==> config.mk <==
export PLATFORM = sky130hd
export DESIGN_NAME = rif_top
export DESIGN_NICKNAME = d
export VERILOG_FILES = /design/src/core/rif_pkg.sv /design/src/core/rif_top.sv
export SDC_FILE = /design/constraint.sdc
export NUM_CORES = 1
export LEC_CHECK = 0
export ABC_AREA = 1
export BUFFER_PORTS_ARGS = -buffer_cell sky130_fd_sc_hd__buf_2
export CELL_PAD_IN_SITES_DETAIL_PLACEMENT = 0
export CELL_PAD_IN_SITES_GLOBAL_PLACEMENT = 2
export CORE_AREA = 2 2 88 90
export CTS_CLUSTER_SIZE = 16
export DETAILED_ROUTE_END_ITERATION = 6
export DIE_AREA = 0 0 90 92
export PLACE_DENSITY = 0.78
export SLEW_MARGIN = 20
export SYNTH_ARGS = -nofsm -noshare
export SYNTH_HDL_FRONTEND = slang
export SYNTH_SLANG_ARGS = --single-unit
==> constraint.sdc <==
create_clock -name ref_clk_i -period 1.3 [get_ports ref_clk_i]
set_input_delay 0.13 -clock ref_clk_i [delete_from_list [all_inputs] [get_ports ref_clk_i]]
set_output_delay 0.13 -clock ref_clk_i [all_outputs]
set_load 0.05 [all_outputs]
==> src/core/rif_pkg.sv <==
// Constants, field layouts and carrier types of the radio interrupt flag block.
// Assumes byte-wide special registers on an 8-bit address space.
package rif_pkg;

  // ************************************************************
  // Register offsets
  // ************************************************************
  localparam logic [7:0] RIF_ADDR_EVENT_MASK = 8'h91;
  localparam logic [7:0] RIF_ADDR_EVENT_FLAGS = 8'hE9;
  localparam logic [7:0] RIF_ADDR_TIMER_CTL = 8'h88;
  localparam logic [7:0] RIF_ADDR_IRQ_EN_ZERO = 8'hA8;
  localparam logic [7:0] RIF_ADDR_IRQ_EN_TWO = 8'h9A;
  localparam logic [7:0] RIF_ADDR_CPU_RADIO_FLAG = 8'h98;
  localparam logic [7:0] RIF_ADDR_IRQ_STATUS = 8'hF0;
  localparam logic [7:0] RIF_ADDR_IRQ_MASK = 8'hF1;

  // ************************************************************
  // Field positions
  // ************************************************************
  localparam int RIF_BIT_TX_UNDERFLOW = 7;
  localparam int RIF_BIT_RX_OVERFLOW = 6;
  localparam int RIF_BIT_RX_TIMEOUT = 5;
  localparam int RIF_BIT_PACKET_DONE = 4;
  localparam int RIF_BIT_CARRIER_SENSE = 3;
  localparam int RIF_BIT_PREAMBLE_QUALITY = 2;
  localparam int RIF_BIT_CLEAR_CHANNEL = 1;
  localparam int RIF_BIT_SYNC_DETECTED = 0;
  localparam int RIF_BIT_DATA_BYTE_FLAG = 1;
  localparam int RIF_BIT_DATA_BYTE_IRQ_ENABLE = 0;
  localparam int RIF_BIT_RADIO_IRQ_ENABLE = 0;
  localparam int RIF_BIT_CPU_RADIO_FLAG = 0;
  localparam int RIF_BIT_STAT_DATA_BYTE = 0;
  localparam int RIF_BIT_STAT_RADIO = 1;

  // ************************************************************
  // Reset values
  // ************************************************************
  localparam logic [7:0] RIF_RST_EVENT_MASK = 8'h00;
  localparam logic [7:0] RIF_RST_EVENT_FLAGS = 8'h00;
  localparam logic [7:0] RIF_RST_READ_DATA = 8'h00;
  localparam logic [1:0] RIF_RST_IRQ_STATUS = 2'h0;
  localparam logic [1:0] RIF_RST_IRQ_MASK = 2'h0;
  localparam logic RIF_RST_BIT = 1'b0;

  // Radio event condition levels, bit order equals the flag register
  typedef struct packed {
    logic tx_underflow;
    logic rx_overflow;
    logic rx_timeout;
    logic packet_done;
    logic carrier_sense;
    logic preamble_quality;
    logic clear_channel;
    logic sync_detected;
  } rif_evt_t;

  // Events around the one-byte radio data register
  typedef struct packed {
    logic rx_byte_ready;
    logic tx_space;
    logic transmit_strobe;
    logic idle_strobe;
    logic append_status;
    logic status1_read;
  } rif_dreg_t;

  // Data-byte sequencing, Gray coded
  typedef enum logic [1:0] {
    RIF_DB_IDLE = 2'b00,
    RIF_DB_TX = 2'b01,
    RIF_DB_STAT2 = 2'b11
  } rif_db_state_t;

endpackage : rif_pkg

==> src/core/rif_top.sv <==
// Radio interrupt flags: eight latched event flags with mask, the CPU-level
// radio flag, the per-byte data-register flag and a summary interrupt.
// Assumes a single 100 MHz clock, synchronous inputs and a plain register port
// whose read data appear one cycle after the read strobe.
`timescale 1ns/1ps
`default_nettype none

module rif_top (
  input wire logic ref_clk_i,
  input wire logic srst_i,
  input wire logic [7:0] reg_addr_i,
  input wire logic [7:0] reg_wdata_i,
  input wire logic reg_wr_i,
  input wire logic reg_rd_i,
  output logic [7:0] reg_rdata_o,
  input wire rif_pkg::rif_evt_t evt_cond_i,
  input wire rif_pkg::rif_dreg_t dreg_evt_i,
  output logic data_byte_irq_o,
  output logic radio_irq_o,
  output logic irq_o
);

  // ************************************************************
  // Helper functions
  // ************************************************************

  // Write-zero clear with set winning over a same-cycle clear
  function automatic logic [7:0] w0c_update(input logic [7:0] cur, input logic hit,
                                            input logic [7:0] wdata, input logic [7:0] set);
    logic [7:0] kept;
    kept = hit ? (cur & wdata) : cur;
    return kept | set;
  endfunction : w0c_update

  // Register select for a write or read strobe
  function automatic logic reg_hit(input logic strobe, input logic [7:0] addr,
                                   input logic [7:0] offset);
    return strobe && (addr == offset);
  endfunction : reg_hit

  // ************************************************************
  // State declarations
  // ************************************************************
  rif_pkg::rif_evt_t cond_prev_q;
  rif_pkg::rif_evt_t cond_prev_d;
  logic [7:0] flags_q;
  logic [7:0] flags_d;
  logic [7:0] mask_q;
  logic [7:0] mask_d;
  logic cpu_flag_q;
  logic cpu_flag_d;
  logic radio_en_q;
  logic radio_en_d;
  logic db_flag_q;
  logic db_flag_d;
  logic db_en_q;
  logic db_en_d;
  rif_pkg::rif_db_state_t db_state_q;
  rif_pkg::rif_db_state_t db_state_d;
  logic [1:0] stat_q;
  logic [1:0] stat_d;
  logic [1:0] imask_q;
  logic [1:0] imask_d;
  logic [7:0] rdata_q;
  logic [7:0] rdata_d;
  logic db_irq_q;
  logic db_irq_d;
  logic radio_irq_q;
  logic radio_irq_d;
  logic irq_q;
  logic irq_d;

  // Decoded strobes
  logic wr_flags;
  logic wr_mask;
  logic wr_tctl;
  logic wr_en0;
  logic wr_en2;
  logic wr_cpu;
  logic wr_imask;
  logic rd_stat;
  logic [7:0] evt_set;
  logic db_set;
  logic cpu_set;

  // ************************************************************
  // Register port decode
  // ************************************************************

  // Write and read selects
  always_comb begin
    wr_flags = reg_hit(reg_wr_i, reg_addr_i, rif_pkg::RIF_ADDR_EVENT_FLAGS);
    wr_mask = reg_hit(reg_wr_i, reg_addr_i, rif_pkg::RIF_ADDR_EVENT_MASK);
    wr_tctl = reg_hit(reg_wr_i, reg_addr_i, rif_pkg::RIF_ADDR_TIMER_CTL);
    wr_en0 = reg_hit(reg_wr_i, reg_addr_i, rif_pkg::RIF_ADDR_IRQ_EN_ZERO);
    wr_en2 = reg_hit(reg_wr_i, reg_addr_i, rif_pkg::RIF_ADDR_IRQ_EN_TWO);
    wr_cpu = reg_hit(reg_wr_i, reg_addr_i, rif_pkg::RIF_ADDR_CPU_RADIO_FLAG);
    wr_imask = reg_hit(reg_wr_i, reg_addr_i, rif_pkg::RIF_ADDR_IRQ_MASK);
    rd_stat = reg_hit(reg_rd_i, reg_addr_i, rif_pkg::RIF_ADDR_IRQ_STATUS);
  end

  // ************************************************************
  // Radio event flags and mask
  // ************************************************************

  // Edge detect, overflow and underflow drag packet done along
  always_comb begin
    cond_prev_d = evt_cond_i;
    evt_set = evt_cond_i & ~cond_prev_q;
    if (evt_set[rif_pkg::RIF_BIT_TX_UNDERFLOW] || evt_set[rif_pkg::RIF_BIT_RX_OVERFLOW]) begin
      evt_set[rif_pkg::RIF_BIT_PACKET_DONE] = 1'b1;
    end
    flags_d = w0c_update(flags_q, wr_flags, reg_wdata_i, evt_set);
    mask_d = wr_mask ? reg_wdata_i : mask_q;
  end

  // Event flag registers
  always_ff @(posedge ref_clk_i) begin
    if (srst_i) begin
      cond_prev_q <= rif_pkg::RIF_RST_EVENT_FLAGS;
      flags_q <= rif_pkg::RIF_RST_EVENT_FLAGS;
      mask_q <= rif_pkg::RIF_RST_EVENT_MASK;
    end else begin
      cond_prev_q <= cond_prev_d;
      flags_q <= flags_d;
      mask_q <= mask_d;
    end
  end

  // ************************************************************
  // CPU-level radio flag and its enable
  // ************************************************************

  // Sticky flag set by any masked new event
  always_comb begin
    cpu_set = |(evt_set & mask_q);
    cpu_flag_d = cpu_flag_q;
    if (wr_cpu && !reg_wdata_i[rif_pkg::RIF_BIT_CPU_RADIO_FLAG]) begin
      cpu_flag_d = 1'b0;
    end
    if (cpu_set) begin
      cpu_flag_d = 1'b1;
    end
    radio_en_d = wr_en2 ? reg_wdata_i[rif_pkg::RIF_BIT_RADIO_IRQ_ENABLE] : radio_en_q;
  end

  // CPU flag registers
  always_ff @(posedge ref_clk_i) begin
    if (srst_i) begin
      cpu_flag_q <= rif_pkg::RIF_RST_BIT;
      radio_en_q <= rif_pkg::RIF_RST_BIT;
    end else begin
      cpu_flag_q <= cpu_flag_d;
      radio_en_q <= radio_en_d;
    end
  end

  // ************************************************************
  // Data-byte flag sequencing
  // ************************************************************

  // Transmit arming, status byte two, flag set and clear
  always_comb begin
    db_state_d = db_state_q;
    db_set = 1'b0;
    case (db_state_q)
      rif_pkg::RIF_DB_IDLE: begin
        if (dreg_evt_i.transmit_strobe) begin
          db_state_d = rif_pkg::RIF_DB_TX;
        end
      end
      rif_pkg::RIF_DB_TX: begin
        db_set = dreg_evt_i.tx_space;
        if (dreg_evt_i.idle_strobe) begin
          db_state_d = rif_pkg::RIF_DB_IDLE;
        end
      end
      rif_pkg::RIF_DB_STAT2: begin
        db_set = 1'b1;
        db_state_d = rif_pkg::RIF_DB_IDLE;
      end
      default: begin
        db_state_d = rif_pkg::RIF_DB_IDLE;
      end
    endcase
    if (dreg_evt_i.append_status && dreg_evt_i.status1_read) begin
      db_state_d = rif_pkg::RIF_DB_STAT2;
    end
    if (dreg_evt_i.rx_byte_ready) begin
      db_set = 1'b1;
    end
    db_flag_d = db_flag_q;
    if (wr_tctl && !reg_wdata_i[rif_pkg::RIF_BIT_DATA_BYTE_FLAG]) begin
      db_flag_d = 1'b0;
    end
    if (db_set) begin
      db_flag_d = 1'b1;
    end
    db_en_d = wr_en0 ? reg_wdata_i[rif_pkg::RIF_BIT_DATA_BYTE_IRQ_ENABLE] : db_en_q;
  end

  // Data-byte registers
  always_ff @(posedge ref_clk_i) begin
    if (srst_i) begin
      db_state_q <= rif_pkg::RIF_DB_IDLE;
      db_flag_q <= rif_pkg::RIF_RST_BIT;
      db_en_q <= rif_pkg::RIF_RST_BIT;
    end else begin
      db_state_q <= db_state_d;
      db_flag_q <= db_flag_d;
      db_en_q <= db_en_d;
    end
  end

  // ************************************************************
  // Interrupt requests and summary status
  // ************************************************************

  // Requests, sticky status cleared by read, set wins
  always_comb begin
    db_irq_d = db_flag_d && db_en_d;
    radio_irq_d = cpu_flag_d && radio_en_d;
    stat_d = stat_q;
    if (rd_stat) begin
      stat_d = rif_pkg::RIF_RST_IRQ_STATUS;
    end
    if (db_set) begin
      stat_d[rif_pkg::RIF_BIT_STAT_DATA_BYTE] = 1'b1;
    end
    if (cpu_set) begin
      stat_d[rif_pkg::RIF_BIT_STAT_RADIO] = 1'b1;
    end
    imask_d = wr_imask ? reg_wdata_i[1:0] : imask_q;
    irq_d = |(stat_d & imask_d);
  end

  // Request registers
  always_ff @(posedge ref_clk_i) begin
    if (srst_i) begin
      stat_q <= rif_pkg::RIF_RST_IRQ_STATUS;
      imask_q <= rif_pkg::RIF_RST_IRQ_MASK;
      db_irq_q <= rif_pkg::RIF_RST_BIT;
      radio_irq_q <= rif_pkg::RIF_RST_BIT;
      irq_q <= rif_pkg::RIF_RST_BIT;
    end else begin
      stat_q <= stat_d;
      imask_q <= imask_d;
      db_irq_q <= db_irq_d;
      radio_irq_q <= radio_irq_d;
      irq_q <= irq_d;
    end
  end

  // ************************************************************
  // Read data path
  // ************************************************************

  // Read mux, unmapped addresses read zero
  always_comb begin
    rdata_d = rif_pkg::RIF_RST_READ_DATA;
    if (reg_rd_i) begin
      case (reg_addr_i)
        rif_pkg::RIF_ADDR_EVENT_FLAGS: rdata_d = flags_q;
        rif_pkg::RIF_ADDR_EVENT_MASK: rdata_d = mask_q;
        rif_pkg::RIF_ADDR_TIMER_CTL: rdata_d[rif_pkg::RIF_BIT_DATA_BYTE_FLAG] = db_flag_q;
        rif_pkg::RIF_ADDR_IRQ_EN_ZERO: rdata_d[rif_pkg::RIF_BIT_DATA_BYTE_IRQ_ENABLE] = db_en_q;
        rif_pkg::RIF_ADDR_IRQ_EN_TWO: rdata_d[rif_pkg::RIF_BIT_RADIO_IRQ_ENABLE] = radio_en_q;
        rif_pkg::RIF_ADDR_CPU_RADIO_FLAG: rdata_d[rif_pkg::RIF_BIT_CPU_RADIO_FLAG] = cpu_flag_q;
        rif_pkg::RIF_ADDR_IRQ_STATUS: rdata_d[1:0] = stat_q;
        rif_pkg::RIF_ADDR_IRQ_MASK: rdata_d[1:0] = imask_q;
        default: rdata_d = rif_pkg::RIF_RST_READ_DATA;
      endcase
    end
  end

  // Read data register, valid one cycle after strobe only
  always_ff @(posedge ref_clk_i) begin
    if (srst_i) begin
      rdata_q <= rif_pkg::RIF_RST_READ_DATA;
    end else begin
      rdata_q <= rdata_d;
    end
  end

  // ************************************************************
  // Outputs
  // ************************************************************
  assign reg_rdata_o = rdata_q;
  assign data_byte_irq_o = db_irq_q;
  assign radio_irq_o = radio_irq_q;
  assign irq_o = irq_q;

endmodule : rif_top

`default_nettype wire

==> impl_metrics.json, run 1 <==
{
  "status": "finished clean",
  "max-slew-margin-rel_pct": 75.52,
  "antenna_found_initial": 0,
  "core_area_um2": 7447,
  "synth-simple-area-share_pct": 32.04,
  "drtAntennaViolNets": 0,
  "yosysSeqAreaShare_pct": 43.53,
  "netlist_top_cells_area": "dfxtp_1 (44%), nand2_1 (9.3%), nand3_1 (9.2%)",
  "cts.repair.resized": 0,
  "grt_util_all_layers_pct": 13.24,
  "p_switching_uw": 731.4,
  "clk_pin_slew_worst_paths_ns": 0.11,
  "antenna_cells": 0,
  "fin_skew_ns": 0.01510,
  "die_w_um": 90,
  "whs_ns": 0.03362,
  "dp_slack_ns": -0.02533,
  "muxShareOfSynthArea_pct": 0,
  "worstSkewPairLatency_ns": 0.31,
  "io_pins": 45,
  "placement_rows": 32,
  "synth_top_family_by_area": "simple AND/OR/NAND/NOR gates",
  "powerDensity_nw_per_um2": 1055,
  "ys_ff_latch": 45,
  "critical_path_class": "reg2reg",
  "final_cells": 444,
  "grt_pass1_vias": 1769,
  "place_area_um2": 2406,
  "cts-root-buf": "clkbuf_8",
  "maxSlewViolCount": 0,
  "cp-start-kind": "flip-flop",
  "die_h_um": 92,
  "wl_per_cell_um": 11.70,
  "die_area_um2": 8280,
  "fmax_mhz": 863.0,
  "port_buffers": 44,
  "firstDrtPassIters": 4,
  "use_met1_pct": 19.12,
  "combPwrFrac_pct": 9.5,
  "required_ns": 1.51,
  "synth_top_area_share_pct": 43.53,
  "pwr-share-clk_pct": 35.8,
  "syn_to_final_growth_pct": 20.80,
  "cts_tree": "built",
  "synthCells": 292,
  "max-cap-violations": 0,
  "yosys.area.top_type": "dfxtp_1",
  "synth_cell_types": 22,
  "setup_ws_ns": 0.1412,
  "netlist_area_um2": 2069,
  "min_period_over_period_pct": 89.14,
  "vias": 1912,
  "placed_cells": 436,
  "via_per_inst": 4.306,
  "hold_buffers": 0,
  "fin_area_um2": 2500,
  "clk_path_buf_depth": 2,
  "cts_htree_levels": 2,
  "cts_buffers": 5,
  "grt_overflow": 0,
  "synth_xor_area_share_pct": 0,
  "critPathMaxFanout": 3,
  "post-route-util_pct": 33.57,
  "ys_warn_count": 0,
  "syn_nets": 326,
  "grt.busiest_layer": "met2",
  "drc": 0,
  "power_frac_seq_pct": 54.7,
  "end_kind": "flip-flop",
  "swShare_pct": 27.74,
  "p_leak_uw": 0.001184,
  "peakVddDrop_v": 0.0004300,
  "drive_gt1_share_pct": 21.05,
  "grt_max_degree": 18,
  "worst_slew_pin_slew_ns": 0.3668,
  "gp_congestion": 0.7749,
  "syn_area_per_cell_um2": 7.087,
  "grt_use_met3_pct": 2.712,
  "synth_compound_area_share_pct": 13.00,
  "hold_viol_final": 0,
  "setup_viol": 0,
  "hold_path_class": "in2reg",
  "synth_fa_ha_area_share_pct": 0,
  "min_period_ns": 1.159,
  "drt-initial-drc-count": 85,
  "cts.sinks": 45,
  "start_util_pct": 27.79,
  "place_hpwl_um": 4097,
  "postCtsSetupRepairBufs": 0,
  "fin_nets": 375,
  "grt_pass1_wl_um": 8756,
  "rsz0062_at_grt": "no",
  "grtUsageMet2_pct": 19.92,
  "routed_wl_um": 5193,
  "p_int_uw": 1905,
  "arrival_ns": 1.37
}
==> power by group through the flow <==
stage	logic (uW)	clock network [uW]	registers (uW)
after floorplan	152	0	1470
after global placement	251	0	1480
after detailed placement	255	0	1470
after CTS	256	973	1440
after global routing	289	1020	1450
final	250	944	1440
==> synth_stat cells (all sizes together) <==
library cell / count
a21boi: 1
clkbuf: 4
nor2: 40
o21ai: 24
nand2: 56
nand3: 40
a21oi: 24
o21a: 1
a31oi: 1
dfxtp: 45
nand4: 3
o211ai: 1
buf: 4
inv: 48
==> layout make-up <==
class                   instances  area [um2]
clock buffers                   5       68.82
fillers                       852        4947
well taps                     102       127.6
inverters                      48       180.2
multi-input cells             191       932.1
flip-flops and latches         45       900.9
repair buffers                 50       265.3
clock inverters                 3       25.02
==> kinds of logic (layout without fill, tap and decap cells) <==
family | count (synthesis) | count (layout)
flops | 45 | 45
simple gates | 139 | 139
compound gates | 52 | 52
buf+inv | 56 | 106
==> layer usage <==
layer	share of wire, %	up-vias
li1	-	1026
met1	53	841
met2	42	40
met3	4.1	5
met4	1.1	0
met5	0	-
==> cell usage in the layout, fill, tap and decap left out, drive strengths merged <==
cell type / n
clkinvlp: 1
nor2: 40
nand2: 56
o21ai: 24
o21a: 1
inv: 49
clkbuf: 5
a31oi: 1
nand3: 40
o211ai: 1
a21boi: 1
clkinv: 1
a21oi: 24
dfxtp: 45
nand4: 3
buf: 50
==> stage by stage <==
| stage | total power (uW) | setup TNS, ns |
|---|---|---|
| after floorplan | 1619 | 0 |
| after global placement | 1727 | -0.05774 |
| after detailed placement | 1730 | -0.02533 |
| after CTS | 2672 | 0 |
| after global routing | 2757 | 0 |
| final | 2637 | 0 |
==> worst max-delay path, cell delays in order, from the launching register on <==
cell     delay (ns)
dfxtp_1        0.36
nand3_1        0.10
o21ai_0        0.09
nor2_1         0.18
nand2_1        0.12
nor2_1         0.15
nor2_1         0.05
==> sequential cells by signal, summed over array words and instances, names as in the netlist, 2 cells and up <==
| signal | flops |
|---|---|
| imask_q | 2 |
| mask_q | 8 |
| cond_prev_q | 8 |
| db_state_q | 2 |
| stat_q | 2 |
| reg_rdata_o | 8 |
| flags_q | 8 |
==> path summary, 6_finish.rpt <==
path	from	to	slack, ns	depth (start not counted)
max	mask_q[2]$_SDFFE_PP0P_	radio_irq_o$_SDFF_PP0_	0.14	6
min	evt_cond_i[5]	cond_prev_q[5]$_SDFF_PP0_	0.03	3
max reg2reg	mask_q[2]$_SDFFE_PP0P_	radio_irq_o$_SDFF_PP0_	0.14	6
min reg2reg	flags_q[5]$_SDFF_PP0_	flags_q[5]$_SDFF_PP0_	0.49	2
Power figures use the tool's default switching activity.
==> run 2: changes to the inputs <==
--- a/config.mk
+++ b/config.mk
@@ -8,4 +8,5 @@
 export ABC_AREA = 1
 export BUFFER_PORTS_ARGS = -buffer_cell sky130_fd_sc_hd__buf_2
+export CAP_MARGIN = 30
 export CELL_PAD_IN_SITES_DETAIL_PLACEMENT = 0
 export CELL_PAD_IN_SITES_GLOBAL_PLACEMENT = 2
@@ -15,4 +16,5 @@
 export DIE_AREA = 0 0 90 92
 export PLACE_DENSITY = 0.78
+export REMOVE_ABC_BUFFERS = 1
 export SLEW_MARGIN = 20
 export SYNTH_ARGS = -nofsm -noshare
==> constraint.sdc (replaced) <==
create_clock -name ref_clk_i -period 1.3 [get_ports ref_clk_i]
set_input_delay 0.325 -clock ref_clk_i [delete_from_list [all_inputs] [get_ports ref_clk_i]]
set_output_delay 0.325 -clock ref_clk_i [all_outputs]
set_load 0.05 [all_outputs]
==> run 2 against run 1 <==
Against the previous run: core utilization is 2.5 points higher; cell count is 4.5% higher; first-iteration DRC count is 28% higher; non-clock buffer count is 20 higher; critical path type is now reg2out; critical endpoint is now irq_o.
==> impl_metrics.json, run 2 (same netlist as run 1, synthesis figures left out) <==
{
  "hold_buffers": 0,
  "hold_path_class": "in2reg",
  "max-cap-violations": 0,
  "slowest_stage": "dfxtp_1",
  "drc": 0,
  "hold_start": "evt_cond_i[6]",
  "reg2reg_slack_ns": 0.20,
  "critPathMaxFanout": 1,
  "cts.sinks": 45,
  "antenna_cells": 0,
  "grt_max_degree": 15,
  "place_hpwl_um": 4287,
  "worstSkewPairLatency_ns": 0.30,
  "via_per_inst": 4.256,
  "drive_gt1_share_pct": 25.41,
  "slowest_delay_ns": 0.35,
  "clk_pin_slew_worst_paths_ns": 0.09,
  "worst_slew_pin_slew_ns": 0.2482,
  "drt-initial-drc-count": 109,
  "cts_tree": "built",
  "fin_skew_ns": 0.009072,
  "min_period_over_period_pct": 95.92,
  "placement_rows": 32,
  "cts-root-buf": "clkbuf_8",
  "powerDensity_nw_per_um2": 1048,
  "end_kind": "primary output",
  "gp_congestion": 0.7989,
  "grt_pass1_vias": 1921,
  "die_area_um2": 8280,
  "required_ns": 0.98,
  "cts_htree_levels": 2,
  "layout_common_cells": "nand2_1 (51), inv_1 (47), dfxtp_1 (45), buf_2 (44), nand3_1 (38)",
  "p_leak_uw": 0.001299,
  "die_h_um": 92,
  "critical_path_buf_inv_count": 1,
  "crit_family": "flip-flops",
  "cts_buffers": 5,
  "grt_util_all_layers_pct": 13.84,
  "vias": 1975,
  "layout_commonest_cell": "nand2_1",
  "min_to": "cond_prev_q[6]$_SDFF_PP0_",
  "cp-start-kind": "flip-flop",
  "maxSlewViolCount": 0,
  "wl_per_cell_um": 11.88,
  "routed_wl_um": 5512,
  "timing.rr.end": "cpu_flag_q$_SDFF_PP0_",
  "ff2ff_path_depth": 9,
  "firstDrtPassIters": 4,
  "antenna_found_initial": 0,
  "arrival_ns": 0.92,
  "io_pins": 45,
  "start_util_pct": 27.79,
  "post-route-util_pct": 36.02,
  "status": "finished clean",
  "clk_path_buf_depth": 2,
  "fin_nets": 395,
  "postCtsSetupRepairBufs": 0,
  "fmax_mhz": 801.9,
  "min_period_ns": 1.247,
  "max-slew-margin-rel_pct": 83.28,
  "peakVddDrop_v": 0.0003886,
  "setup_viol": 0,
  "r2r_start": "cond_prev_q[6]$_SDFF_PP0_",
  "port_buffers": 44,
  "syn_to_final_growth_pct": 29.63,
  "drtAntennaViolNets": 0,
  "grt_overflow": 0,
  "cp_cell_sequence": "buf_2",
  "grt_pass1_wl_um": 9094,
  "core_area_um2": 7447,
  "fin_tns_setup_ns": 0,
  "whs_path_depth": 3,
  "die_w_um": 90,
  "hold_viol_final": 0,
  "rsz0062_at_grt": "no",
  "critical_path_class": "reg2out"
}
-- run 2: cell count changes in the layout (fill, tap and decap cells not counted), sizes merged --
| cell | change |
|---|---|
| clkinvlp | -1 |
| bufinv | +1 |
| inv | -1 |
| buf | +20 |
| clkbuf | +1 |
-- run 2: layout make-up --
class,instances,area (um2)
clock buffers,6,72.57
fillers,834,4765
repair buffers,70,427.9
inverters,48,180.2
flip-flops and latches,45,900.9
clock inverters,2,38.79
multi-input cells,191,934.6
well taps,102,127.6
-- run 2: worst max-delay path by stage --
| stage | startpoint | depth (start not counted) | end | slack (ns) |
|---|---|---|---|---|
| floorplan | reg_addr_i[2] | 6 | mask_q[2]$_SDFFE_PP0P_ | 0.03 |
| global placement | reg_addr_i[2] | 8 | mask_q[7]$_SDFFE_PP0P_ | -0.12 |
| detailed placement | reg_addr_i[2] | 8 | mask_q[3]$_SDFFE_PP0P_ | -0.14 |
| CTS | irq_o$_SDFF_PP0_ | 1 | irq_o | 0.04 |
| global route | cond_prev_q[6]$_SDFF_PP0_ | 9 | cpu_flag_q$_SDFF_PP0_ | 0.02 |
| finish | irq_o$_SDFF_PP0_ | 1 | irq_o | 0.05 |
-- run 2: metrics by stage --
step	cell area [um2]	power [uW]	std cells	hold WS [ns]	setup slack (ns)
after floorplan	2013	1599	284	0.3941	0.02569
after global placement	2569	1764	456	0.4545	-0.1159
after detailed placement	2569	1767	456	0.4574	-0.1380
after CTS	2680	2850	464	0.2221	0.04302
after global routing	2683	2939	464	0.2291	0.01898
final	2683	2812	464	0.2303	0.05299
-- run 2: repair_timing --
item                                   CTS  global route
gates resized for setup                  0             1
setup endpoints to repair                0             2
endpoints found under the hold margin    0             0
-- run 2: routing by layer --
metal / vias up / part of all wire [%] / wire (um) / global-route usage [%]
met4: 0 / 1.7 / 95 / 5.000
met2: 34 / 47 / 2578 / 23.62
li1: 1066 / - / - / -
met3: 7 / 2.7 / 150 / 2.301
met5: - / 0 / 0 / 0
met1: 868 / 49 / 2688 / 17.64
-- run 2: where the power goes --
part / internal (uW) / switching [uW]
registers: 1420 / 19.8
clock network: 578 / 504
logic: 123 / 166
